File: config.mk
export PLATFORM = sky130hd
export DESIGN_NAME = uaar_top
export DESIGN_NICKNAME = d
export VERILOG_FILES = /design/src/design/uaar_pkg.sv /design/src/design/uaar_top.sv
export SDC_FILE = /design/constraint.sdc
export NUM_CORES = 1
export LEC_CHECK = 0
export BUFFER_PORTS_ARGS = -buffer_cell sky130_fd_sc_hd__buf_4
export CAP_MARGIN = 20
export CORE_MARGIN = 2
export CORE_UTILIZATION = 61
export CTS_CLUSTER_SIZE = 8
export DETAILED_ROUTE_END_ITERATION = 12
export GPL_TIMING_DRIVEN = 0
export PLACE_DENSITY = 0.79
export SYNTH_ARGS = -nofsm -noshare
export SYNTH_HDL_FRONTEND = slang
export SYNTH_SLANG_ARGS = --single-unit
export TNS_END_PERCENT = 10
File: constraint.sdc
create_clock -name i_mclk -period 3.8 [get_ports i_mclk]
set_clock_uncertainty 0.05 [all_clocks]
set_input_delay 0.19 -clock i_mclk [delete_from_list [all_inputs] [get_ports i_mclk]]
set_output_delay 0.19 -clock i_mclk [all_outputs]
set_load 0.005 [all_outputs]
File: src/design/uaar_pkg.sv
// Purpose: Constants for the receive address recognition block
// Assumes: Byte-wide register port, one system clock
// Notes:   Offsets are register indices on the local register port
`default_nettype none

package uaar_pkg;

	// --------------------------------------------------------------------
	// Register offsets
	// --------------------------------------------------------------------
	localparam logic [2:0] UAAR_OFS_SERIAL_CONTROL = 3'h0;
	localparam logic [2:0] UAAR_OFS_RX_DATA        = 3'h1;
	localparam logic [2:0] UAAR_OFS_STATION_ADDR   = 3'h2;
	localparam logic [2:0] UAAR_OFS_STATION_MASK   = 3'h3;
	localparam logic [2:0] UAAR_OFS_RX_STATUS      = 3'h4;

	// --------------------------------------------------------------------
	// Serial control fields
	// --------------------------------------------------------------------
	localparam int UAAR_BIT_MODE_HI   = 7;
	localparam int UAAR_BIT_MODE_LO   = 6;
	localparam int UAAR_BIT_ADDR_FILT = 5;
	localparam int UAAR_BIT_RX_BIT9   = 2;
	localparam int UAAR_BIT_RX_DONE   = 0;

	// --------------------------------------------------------------------
	// Receive status fields
	// --------------------------------------------------------------------
	localparam int UAAR_BIT_FIFO_FULL  = 7;
	localparam int UAAR_POS_FIFO_LEVEL = 0;

	// --------------------------------------------------------------------
	// Serial modes
	// --------------------------------------------------------------------
	localparam logic [1:0] UAAR_MODE_SHIFT  = 2'h0;
	localparam logic [1:0] UAAR_MODE_8BIT   = 2'h1;
	localparam logic [1:0] UAAR_MODE_9BIT_F = 2'h2;
	localparam logic [1:0] UAAR_MODE_9BIT_V = 2'h3;

	// --------------------------------------------------------------------
	// Reset values
	// --------------------------------------------------------------------
	localparam logic [7:0] UAAR_RST_STATION_ADDR = 8'h00;
	localparam logic [7:0] UAAR_RST_STATION_MASK = 8'h00;
	localparam logic [1:0] UAAR_RST_MODE         = 2'h0;
	localparam logic       UAAR_RST_ADDR_FILT    = 1'b0;
	localparam logic       UAAR_RST_RX_DONE      = 1'b0;
	localparam logic [7:0] UAAR_RST_RDATA        = 8'h00;

	// --------------------------------------------------------------------
	// Receive buffer shape
	// --------------------------------------------------------------------
	localparam int UAAR_FIFO_WIDTH = 9;
	localparam int UAAR_FIFO_DEPTH = 16;

endpackage

`default_nettype wire

File: src/design/uaar_top.sv
// Purpose: Address recognition filter and receive buffer of a serial port
// Assumes: Receiver on the same clock hands over complete frames
// Notes:   Accepted frames are buffered; reading the data register pops one
//
// Decided for this implementation: the address map and the address-and-strobe port.
`timescale 1ns/100ps
`default_nettype none

// --------------------------------------------------------------------
// Receive buffer
// --------------------------------------------------------------------
module uaar_fifo #(
	parameter int WIDTH = 9,
	parameter int DEPTH = 16
) (
	input  wire logic                       i_mclk,
	input  wire logic                       i_rst_b,
	input  wire logic                       i_in_valid,
	output logic                            o_in_ready,
	input  wire logic [WIDTH-1:0]           i_in_data,
	output logic                            o_out_valid,
	input  wire logic                       i_out_ready,
	output logic [WIDTH-1:0]                o_out_data,
	output logic [$clog2(DEPTH):0]          o_level
);

	localparam int PW = $clog2(DEPTH);

	logic [WIDTH-1:0] mem_q [DEPTH];
	logic [PW-1:0]    wr_ptr_q;
	logic [PW-1:0]    wr_ptr_d;
	logic [PW-1:0]    rd_ptr_q;
	logic [PW-1:0]    rd_ptr_d;
	logic [PW:0]      count_q;
	logic [PW:0]      count_d;
	logic             push;
	logic             pop;

	// Handshake and occupancy
	assign o_in_ready  = (count_q != DEPTH[PW:0]);
	assign o_out_valid = (count_q != '0);
	assign push        = i_in_valid && o_in_ready;
	assign pop         = i_out_ready && o_out_valid;
	assign o_out_data  = mem_q[rd_ptr_q];
	assign o_level     = count_q;

	// Pointer and count updates
	assign wr_ptr_d = push ? wr_ptr_q + 1'b1 : wr_ptr_q;
	assign rd_ptr_d = pop ? rd_ptr_q + 1'b1 : rd_ptr_q;
	assign count_d  = (push && !pop) ? count_q + 1'b1 :
	                  (pop && !push) ? count_q - 1'b1 : count_q;

	// --------------------------------------------------------------------
	// Write pointer
	// --------------------------------------------------------------------
	always_ff @(posedge i_mclk or negedge i_rst_b) begin
		if (!i_rst_b) begin
			wr_ptr_q <= '0;
		end else begin
			wr_ptr_q <= wr_ptr_d;
		end
	end

	// --------------------------------------------------------------------
	// Read pointer
	// --------------------------------------------------------------------
	always_ff @(posedge i_mclk or negedge i_rst_b) begin
		if (!i_rst_b) begin
			rd_ptr_q <= '0;
		end else begin
			rd_ptr_q <= rd_ptr_d;
		end
	end

	// --------------------------------------------------------------------
	// Occupancy
	// --------------------------------------------------------------------
	always_ff @(posedge i_mclk or negedge i_rst_b) begin
		if (!i_rst_b) begin
			count_q <= '0;
		end else begin
			count_q <= count_d;
		end
	end

	// Storage, not reset
	always_ff @(posedge i_mclk) begin
		if (push) begin
			mem_q[wr_ptr_q] <= i_in_data;
		end
	end

endmodule

// --------------------------------------------------------------------
// Address recognition top
// --------------------------------------------------------------------
// Operation
// - Two mode-select bits in serial control pick one of four modes.
// - Nine-bit modes with filter on: flag only for given or broadcast match.
// - Filter cleared: data frames with ninth bit zero are accepted and flagged.
// - Mode 1 with filter: stop bit replaces ninth bit; match needs valid stop.
// - Mode 0 ignores the filter enable bit entirely.
// - Mask zero bits are ignored; mask one bits compare against station address.
// - Broadcast is address OR mask; zero result bits are ignored.
// - Address and mask reset to zero, so every address matches.
module uaar_top
	import uaar_pkg::*;
(
	input  wire logic       i_mclk,
	input  wire logic       i_rst_b,
	input  wire logic [2:0] i_addr,
	input  wire logic [7:0] i_wdata,
	input  wire logic       i_wr_stb,
	input  wire logic       i_rd_stb,
	output logic      [7:0] o_rdata,
	input  wire logic       i_rx_valid,
	output logic            o_rx_ready,
	input  wire logic [7:0] i_rx_data,
	input  wire logic       i_rx_bit9,
	output logic      [1:0] o_serial_mode,
	output logic            o_receive_done_flag
);

	// --------------------------------------------------------------------
	// Match function
	// --------------------------------------------------------------------
	function automatic logic addr_match(
		input logic [7:0] rx,
		input logic [7:0] addr,
		input logic [7:0] mask
	);
		logic [7:0] bcast;
		logic       given_hit;
		logic       bcast_hit;
		bcast     = addr | mask;
		given_hit = (((rx ^ addr) & mask) == 8'h00);
		bcast_hit = (((rx ^ bcast) & bcast) == 8'h00);
		return given_hit || bcast_hit;
	endfunction

	// --------------------------------------------------------------------
	// Declarations
	// --------------------------------------------------------------------
	localparam int LW = $clog2(UAAR_FIFO_DEPTH) + 1;

	logic [1:0]                 mode_q;
	logic [1:0]                 mode_d;
	logic                       addr_filt_q;
	logic                       addr_filt_d;
	logic                       rx_done_q;
	logic                       rx_done_d;
	logic [7:0]                 station_addr_q;
	logic [7:0]                 station_addr_d;
	logic [7:0]                 station_mask_q;
	logic [7:0]                 station_mask_d;
	logic [7:0]                 rdata_q;
	logic [7:0]                 rdata_d;

	logic                       sel_ctrl;
	logic                       sel_data;
	logic                       sel_station_address;
	logic                       sel_smask;
	logic                       sel_stat;
	logic                       wr_ctrl;
	logic                       wr_station_address;
	logic                       wr_smask;
	logic                       rd_data;

	logic                       is_match;
	logic                       mode_shift;
	logic                       mode_8bit;
	logic                       mode_9bit;
	logic                       accept;
	logic                       push_valid;
	logic                       push_ready;
	logic                       push;

	logic                       head_valid;
	logic [UAAR_FIFO_WIDTH-1:0] head_data;
	logic [LW-1:0]              fifo_level;
	logic [7:0]                 ctrl_view;
	logic [7:0]                 stat_view;

	// --------------------------------------------------------------------
	// Register decode
	// --------------------------------------------------------------------
	assign sel_ctrl  = (i_addr == UAAR_OFS_SERIAL_CONTROL);
	assign sel_data  = (i_addr == UAAR_OFS_RX_DATA);
	assign sel_station_address = (i_addr == UAAR_OFS_STATION_ADDR);
	assign sel_smask = (i_addr == UAAR_OFS_STATION_MASK);
	assign sel_stat  = (i_addr == UAAR_OFS_RX_STATUS);

	// --------------------------------------------------------------------
	// Write and read strobes
	// --------------------------------------------------------------------
	assign wr_ctrl   = i_wr_stb && sel_ctrl;
	assign wr_station_address  = i_wr_stb && sel_station_address;
	assign wr_smask  = i_wr_stb && sel_smask;
	assign rd_data   = i_rd_stb && sel_data && head_valid;

	// --------------------------------------------------------------------
	// Mode decode
	// --------------------------------------------------------------------
	assign mode_shift = (mode_q == UAAR_MODE_SHIFT);
	assign mode_8bit  = (mode_q == UAAR_MODE_8BIT);
	assign mode_9bit  = (mode_q == UAAR_MODE_9BIT_F) ||
	                    (mode_q == UAAR_MODE_9BIT_V);

	// --------------------------------------------------------------------
	// Frame acceptance
	// --------------------------------------------------------------------
	assign is_match = addr_match(i_rx_data, station_addr_q, station_mask_q);

	// Filter off or mode 0: all frames pass; filter on: marked match only
	assign accept = mode_shift ? 1'b1 :
	                !addr_filt_q ? 1'b1 :
	                mode_8bit ? (i_rx_bit9 && is_match) :
	                mode_9bit ? (i_rx_bit9 && is_match) :
	                1'b0;

	assign push_valid = i_rx_valid && accept;
	assign push       = push_valid && push_ready;

	// Rejected frames are dropped at once; accepted ones wait for room
	assign o_rx_ready = accept ? push_ready : 1'b1;

	// --------------------------------------------------------------------
	// Receive buffer instance
	// --------------------------------------------------------------------
	uaar_fifo #(
		.WIDTH (UAAR_FIFO_WIDTH),
		.DEPTH (UAAR_FIFO_DEPTH)
	) u_fifo (
		.i_mclk      (i_mclk),
		.i_rst_b     (i_rst_b),
		.i_in_valid  (push_valid),
		.o_in_ready  (push_ready),
		.i_in_data   ({i_rx_bit9, i_rx_data}),
		.o_out_valid (head_valid),
		.i_out_ready (rd_data),
		.o_out_data  (head_data),
		.o_level     (fifo_level)
	);

	// --------------------------------------------------------------------
	// Next-state logic
	// --------------------------------------------------------------------
	assign mode_d = wr_ctrl ? {i_wdata[UAAR_BIT_MODE_HI], i_wdata[UAAR_BIT_MODE_LO]}
	                        : mode_q;
	assign addr_filt_d    = wr_ctrl ? i_wdata[UAAR_BIT_ADDR_FILT] : addr_filt_q;
	assign station_addr_d = wr_station_address ? i_wdata : station_addr_q;
	assign station_mask_d = wr_smask ? i_wdata : station_mask_q;

	// Hardware set wins over a software clear in the same cycle
	assign rx_done_d = (wr_ctrl ? i_wdata[UAAR_BIT_RX_DONE] : rx_done_q) | push;

	// --------------------------------------------------------------------
	// Read views
	// --------------------------------------------------------------------
	always_comb begin
		ctrl_view                    = 8'h00;
		ctrl_view[UAAR_BIT_MODE_HI]  = mode_q[1];
		ctrl_view[UAAR_BIT_MODE_LO]  = mode_q[0];
		ctrl_view[UAAR_BIT_ADDR_FILT] = addr_filt_q;
		ctrl_view[UAAR_BIT_RX_BIT9]  = head_valid && head_data[8];
		ctrl_view[UAAR_BIT_RX_DONE]  = rx_done_q;
	end

	// --------------------------------------------------------------------
	// Status view
	// --------------------------------------------------------------------
	always_comb begin
		stat_view                                   = 8'h00;
		stat_view[UAAR_POS_FIFO_LEVEL +: LW]        = fifo_level;
		stat_view[UAAR_BIT_FIFO_FULL]               = !push_ready;
	end

	// --------------------------------------------------------------------
	// Read data select
	// --------------------------------------------------------------------
	// Unmapped offsets and an empty buffer read as zero
	assign rdata_d = !i_rd_stb ? rdata_q :
	                 sel_ctrl  ? ctrl_view :
	                 sel_data  ? (head_valid ? head_data[7:0] : 8'h00) :
	                 sel_station_address ? station_addr_q :
	                 sel_smask ? station_mask_q :
	                 sel_stat  ? stat_view :
	                 8'h00;

	// --------------------------------------------------------------------
	// Control register
	// --------------------------------------------------------------------
	always_ff @(posedge i_mclk or negedge i_rst_b) begin
		if (!i_rst_b) begin
			mode_q      <= UAAR_RST_MODE;
			addr_filt_q <= UAAR_RST_ADDR_FILT;
		end else begin
			mode_q      <= mode_d;
			addr_filt_q <= addr_filt_d;
		end
	end

	// --------------------------------------------------------------------
	// Receive done flag
	// --------------------------------------------------------------------
	always_ff @(posedge i_mclk or negedge i_rst_b) begin
		if (!i_rst_b) begin
			rx_done_q <= UAAR_RST_RX_DONE;
		end else begin
			rx_done_q <= rx_done_d;
		end
	end

	// --------------------------------------------------------------------
	// Station address and mask
	// --------------------------------------------------------------------
	always_ff @(posedge i_mclk or negedge i_rst_b) begin
		if (!i_rst_b) begin
			station_addr_q <= UAAR_RST_STATION_ADDR;
			station_mask_q <= UAAR_RST_STATION_MASK;
		end else begin
			station_addr_q <= station_addr_d;
			station_mask_q <= station_mask_d;
		end
	end

	// --------------------------------------------------------------------
	// Read data register
	// --------------------------------------------------------------------
	always_ff @(posedge i_mclk or negedge i_rst_b) begin
		if (!i_rst_b) begin
			rdata_q <= UAAR_RST_RDATA;
		end else begin
			rdata_q <= rdata_d;
		end
	end

	// --------------------------------------------------------------------
	// Outputs
	// --------------------------------------------------------------------
	assign o_rdata             = rdata_q;
	assign o_serial_mode       = mode_q;
	assign o_receive_done_flag = rx_done_q;

endmodule

`default_nettype wire

==> results of run 1 <==
[logic make-up after synthesis]
logic type | after synthesis | synth area share (%)
flops | 185 | 68.2
simple gates | 77 | 5.04
mux | 70 | 15.6
compound gates | 64 | 5.44
buf+inv | 33 | 1.87
xor+xnor | 19 | 2.12
fa+ha+maj | 10 | 1.69
[worst max-delay path by stage]
stage	depth (start not counted)	slack [ns]	end	start
floorplan	14	0.74	u_fifo.o_level[4]	station_addr_q[4]
global placement	13	0.39	u_fifo.o_level[4]	u_fifo.o_level[1]
detailed placement	14	0.39	u_fifo.o_level[4]	station_addr_q[4]
CTS	14	0.33	u_fifo.o_level[4]	station_addr_q[2]
global route	13	0.07	u_fifo.o_level[4]	u_fifo.o_level[1]
finish	14	0.32	u_fifo.o_level[4]	station_addr_q[2]
[per-stage QoR]
| step | setup WS (ns) | std cells |
|---|---|---|
| 4_1_cts | 0.327 | 707 |
| 3_5_place_dp | 0.392 | 666 |
| 3_3_place_gp | 0.390 | 666 |
| 2_1_floorplan | 0.742 | 458 |
| 6_report | 0.320 | 707 |
| 5_1_grt | 0.0688 | 707 |
[power by group through the flow]
stage | clock (mW) | combinational [mW] | sequential, mW
after floorplan | 0 | 1.19 | 2.61
after global placement | 0 | 1.60 | 2.66
after detailed placement | 0 | 1.65 | 2.68
after CTS | 1.83 | 1.68 | 2.64
after global routing | 1.91 | 1.80 | 2.67
final | 1.81 | 1.66 | 2.65
[routing by layer]
layer | vias up | global-route usage, % | part of all wire [%]
li1 | 1941 | - | -
met1 | 2339 | 37.7 | 40
met2 | 238 | 43.0 | 50
met3 | 42 | 5.93 | 7.3
met4 | 0 | 11.0 | 2.9
met5 | - | 0 | 0
[critical path, stage by stage (launching register included)]
cell and delay [ns]:
dfrtp_1 0.42, o21bai_1 0.17, o2111ai_1 0.12, or3_1 0.39
a21boi_1 0.30, o21a_1 0.27, buf_4 0.23, ha_1 0.20
inv_1 0.11, fa_1 0.42, a21o_1 0.17, a21oi_1 0.16
xnor2_1 0.13, nor2_1 0.06, xor2_1 0.15
[layout make-up]
type                       count  share of cell area, %
sequential                   185                   59.2
multi-input combinational    240                   26.0
clock buffer                  19                   4.79
timing repair buffer          45                   3.99
tap                          172                   2.38
clock inverter                13                   1.97
buffer                        22                   1.16
inverter                      11                  0.457
[Yosys cell counts (10+ instances only)]
cell type,instances,area [sq um]
mux2_1,20,225
and3_1,14,87.6
a21oi_1,12,60.1
nand2_1,11,41.3
mux4_2,40,901
xor2_1,13,114
dfrtp_1,41,1030
clkbuf_1,12,45.0
nor2_1,19,71.3
nor2b_1,10,62.6
inv_1,10,37.5
edfxtp_1,144,4320
[repair_timing]
item / CTS / global route
setup endpoints to repair: 0 / 0
endpoints found under the hold margin: 61 / 0
hold buffers: 9 / 0
setup buffers: 0 / 0
gates resized for setup: 0 / 0
[state kept, by name (all words and copies together), names as in the netlist]
signal               count
addr_filt_q              1
o_rdata                  8
o_receive_done_flag      1
o_serial_mode            2
station_addr_q           8
station_mask_q           8
u_fifo.mem_q           144
u_fifo.o_level           5
u_fifo.rd_ptr_q          4
u_fifo.wr_ptr_q          4
==> flow_summary.yaml, run 1 <==
clocking:
  h-tree-depth: 4
  path_clk_slew_ns: 0.06
  clock_latency_ns: 0.42
  clockBufferDepth: 2
  clkSinkCount: 185
  cts-root-buf: "clkbuf_16"
  numCtsBuffers: 17
  cts_tree: "yes"
critical_path:
  crit_arrival_ns: 3.73
  critPathKind: "flop to flop"
  reg2regPathDepth: 14
  reg2reg_slack_ns: 0.32
  r2r_end: "u_fifo.o_level[4]"
  crit_fanout: 10
  r2r_start: "station_addr_q[2]"
  crit_path_start_kind: "flop"
  critPathCaptureType: "flop"
  required_ns: 4.05
worst_hold_path:
  holdPathStages: 1
  min_from: "i_rx_data[4]"
  holdPathEnd: "u_fifo.mem_q[7][4]"
  hold_class: "input port to flop"
global_route:
  grt_max_degree: 42
  grtUsageTotal_pct: 27.3
  antenna_found_initial: 0
  grt_overflow: 0
  grt_pass1_wl_um: 27000
  grt_pass1_vias: 4594
die:
  die_w_um: 117
  num_rows: 41
  die_area_sq_um: 13800
  io_pins: 37
  die_h_um: 117
  core-area_sq_um: 12600
  start_util_pct: 62.4
power_and_ir_drop:
  p_comb_share_pct: 27.2
  p_sw_share_pct: 29.1
  ir_worst_vdd_mv: 0.372
  p_total_mw: 6.12
  seqPwrFrac_pct: 43.3
  clockPowerShare_pct: 29.5
  power_density_nw_per_um2: 678
  p_int_mw: 4.34
  p_leak_nw: 3.25
  power_switching_mw: 1.78
cells_and_area:
  multiInputGateArea_sq_um: 2350
  nets: 557
  insertedDiodeCount: 0
  final_layout_size_suffix_gt1_share_pct: 21.5
  final_cell_mix: "edfxtp_1 (144), dfrtp_1 (41), mux4_2 (40)"
  fin_area_sq_um: 9030
  final_common_cell: "edfxtp_1"
  fillers: 774
  syn2layout_area_growth_pct: 15.1
  final_util_pct: 71.9
  seqCellArea_sq_um: 5350
timing:
  fin_setup_tns_ns: 0
  tightest_slew_ns: 0.758
  rsz0062_at_grt: "false"
  period_minus_slack_ns: 3.48
  slew_viol_final: 0
  setup_viol: 0
  slew_headroom_pct: 49.4
  fin_hold_ws_ns: 0.0466
  fin_crit_sh_pct: 91.6
  fmax_ghz: 0.287
  hold_violations: 0
synthesis:
  ys_seq_area_share_pct: 68.2
  synth_seq_cells: 185
  syn-cell-area_sq_um: 7850
  syn-instance-count: 458
  ys_warn_count: 0
  synth_nets: 493
  async_reset_ff_share_pct: 22.2
  syn_avg_cell_area_sq_um: 17.1
  synth_edf_count: 144
  synth_cell_types: 48
  synth_top_flop_cell: "edfxtp_1"
routing:
  wirelength_um: 17700
  first_pass_iters: 6
  ant_nets: 0
  drc: 0
  via_count: 4560
  drt-wirelength-per-cell_um: 25.0
  first_iter_violations: 587
  viasPerCell: 6.45
place:
  dpl_cell_area_sq_um: 8330
  hpwlAfterDp_um: 11400
  numPortBuffers: 36
  place_congestion: 0.875
job:
  cap_violations: 0
status:
  outcome: "completed"
No activity file was read; power rests on OpenSTA's default activity.
==> run 2: changes to the inputs <==
--- a/config.mk
+++ b/config.mk
@@ -7,7 +7,7 @@
 export LEC_CHECK = 0
 export BUFFER_PORTS_ARGS = -buffer_cell sky130_fd_sc_hd__buf_4
 export CAP_MARGIN = 20
-export CORE_MARGIN = 2
+export CORE_MARGIN = 3
 export CORE_UTILIZATION = 61
 export CTS_CLUSTER_SIZE = 8
 export DETAILED_ROUTE_END_ITERATION = 12
==> run 2 against run 1 <==
Compared with the run above:
- maximum frequency shrank 1.8%
- wire length increased by 0.37%
- global-route usage is 0.87 points lower
- clock power is 8% lower
- sequential power about the same
- largest cell class unchanged
- hold slack improved by 0.0057 ns
- flip-flop and latch count stayed put
- first-iteration DRC count shrank 7.5%
- critical endpoint unchanged
==> flow_summary.yaml, run 2 (synthesis results as in run 1) <==
status:
  outcome: "completed"
critical_path:
  crit_path_start_kind: "flop"
  required_ns: 4.05
  crit_arrival_ns: 3.79
  critPathKind: "flop to flop"
  crit_fanout: 10
  critPathCaptureType: "flop"
place:
  numPortBuffers: 36
  dp_cells: 662
  hpwlAfterDp_um: 11600
  place_congestion: 0.931
clocking:
  numCtsBuffers: 17
  h-tree-depth: 4
  cts_tree: "yes"
  clkSinkCount: 185
  path_clk_slew_ns: 0.07
  cts-root-buf: "clkbuf_16"
  clockBufferDepth: 2
  clock_latency_ns: 0.42
cells_and_area:
  instances_no_fill: 703
  final_layout_size_suffix_gt1_share_pct: 21.9
  syn2layout_area_growth_pct: 14.4
  nets: 557
  largest_reg_flops: 144
  insertedDiodeCount: 0
  multiInputGateArea_sq_um: 2350
  fillers: 775
  final_util_pct: 72.9
  regMostFlops: "u_fifo.mem_q"
  seqCellArea_sq_um: 5350
  final_cell_mix: "edfxtp_1 (144), dfrtp_1 (41), mux4_2 (40)"
  final_common_cell: "edfxtp_1"
power_and_ir_drop:
  p_total_mw: 5.98
  seqPwrFrac_pct: 44.4
  power_density_nw_per_um2: 666
  p_int_mw: 4.20
  clockPowerShare_pct: 27.7
  p_comb_share_pct: 27.9
  p_sw_share_pct: 29.8
  power_switching_mw: 1.78
  p_leak_nw: 3.23
  ir_worst_vdd_mv: 0.374
die:
  die_h_um: 119
  die_w_um: 119
  num_rows: 40
  die_area_sq_um: 14300
  core-area_sq_um: 12300
  start_util_pct: 63.7
  io_pins: 37
routing:
  drt-wirelength-per-cell_um: 25.2
  via_count: 4423
  first_iter_violations: 543
  ant_nets: 0
  viasPerCell: 6.29
  wirelength_um: 17700
  first_pass_iters: 5
  drc: 0
worst_hold_path:
  hold_class: "input port to flop"
timing:
  rsz0062_at_grt: "false"
  slew_headroom_pct: 48.1
  fin_crit_sh_pct: 93.2
  hold_violations: 0
  fin_hold_ws_ns: 0.0522
  tightest_slew_ns: 0.779
  fin_setup_tns_ns: 0
  setup_viol: 0
  period_minus_slack_ns: 3.54
  slew_viol_final: 0
  fmax_ghz: 0.282
global_route:
  grtUsageTotal_pct: 26.4
  antenna_found_initial: 0
  grt_max_degree: 42
  grt_pass1_wl_um: 27400
  grt_overflow: 0
  grt_pass1_vias: 4622
job:
  cap_violations: 0
run 2: cell types whose count changed in the layout (fill, tap and decap cells not counted), sizes merged:
cell,change
clkinv,-4
clkbuf,+5
bufinv,-3
inv,+2
run 2: power by group through the flow:
| stage | logic (mW) | registers, mW | clock network [mW] |
|---|---|---|---|
| 2_1_floorplan | 1.19 | 2.61 | 0 |
| 3_3_place_gp | 1.60 | 2.66 | 0 |
| 3_5_place_dp | 1.65 | 2.68 | 0 |
| 4_1_cts | 1.68 | 2.64 | 1.67 |
| 5_1_grt | 1.81 | 2.67 | 1.75 |
| 6_report | 1.67 | 2.65 | 1.66 |
run 2: metrics by stage:
step	setup slack (ns)	area [sq um]
4_1_cts	0.203	8970
3_3_place_gp	0.350	8330
3_5_place_dp	0.252	8330
6_report	0.257	8970
2_1_floorplan	0.742	7850
5_1_grt	0.00385	8970
run 2: what timing repair did:
| action | in CTS | in global routing |
|---|---|---|
| buffers inserted | 0 | 0 |
| endpoints found under the setup margin | 0 | 1 |
| endpoints found under the hold margin | 61 | 0 |
| hold buffers | 9 | 0 |
| resized for setup | 0 | 1 |
run 2: worst paths after layout:
kind                       slack, ns            endpoint  cells after the start         startpoint
max                             0.26   u_fifo.o_level[4]                     14  station_addr_q[3]
min                             0.05  u_fifo.mem_q[0][8]                      1          i_rx_bit9
max reg2reg                     0.26   u_fifo.o_level[4]                     14  station_addr_q[3]
min reg2reg                     0.46          o_rdata[0]                      2         o_rdata[0]
max in group asynchronous       3.09  u_fifo.rd_ptr_q[0]                      2            i_rst_b
min in group asynchronous       0.24   station_mask_q[1]                      2            i_rst_b
run 2: critical path: stages, from the launching register on:
cell and delay (ns):
dfrtp_1 0.43, o21bai_1 0.18, o2111ai_1 0.12, or3_1 0.39, a21boi_1 0.30, o21a_1 0.29
buf_4 0.24, ha_1 0.20, inv_1 0.10, fa_1 0.42, a21o_1 0.17, a21oi_1 0.16
xnor2_1 0.13, nor2_1 0.06, xor2_1 0.15
run 2: routing by layer:
layer / global-route usage (%) / vias up / share of wire [%]
li1: - / 1942 / -
met1: 37.4 / 2239 / 41
met2: 40.6 / 210 / 49
met3: 7.31 / 32 / 7.8
met4: 8.59 / 0 / 2.6
met5: 0 / - / 0
run 2: final cells by class:
| class | count | share of cell area [%] |
|---|---|---|
| Multi-Input combinational cell | 240 | 26.2 |
| Tap cell | 168 | 2.34 |
| Clock buffer | 24 | 5.34 |
| Inverter | 11 | 0.460 |
| Sequential cell | 185 | 59.6 |
| Clock inverter | 8 | 0.795 |
| Buffer | 22 | 1.17 |
| Timing Repair Buffer | 45 | 4.02 |
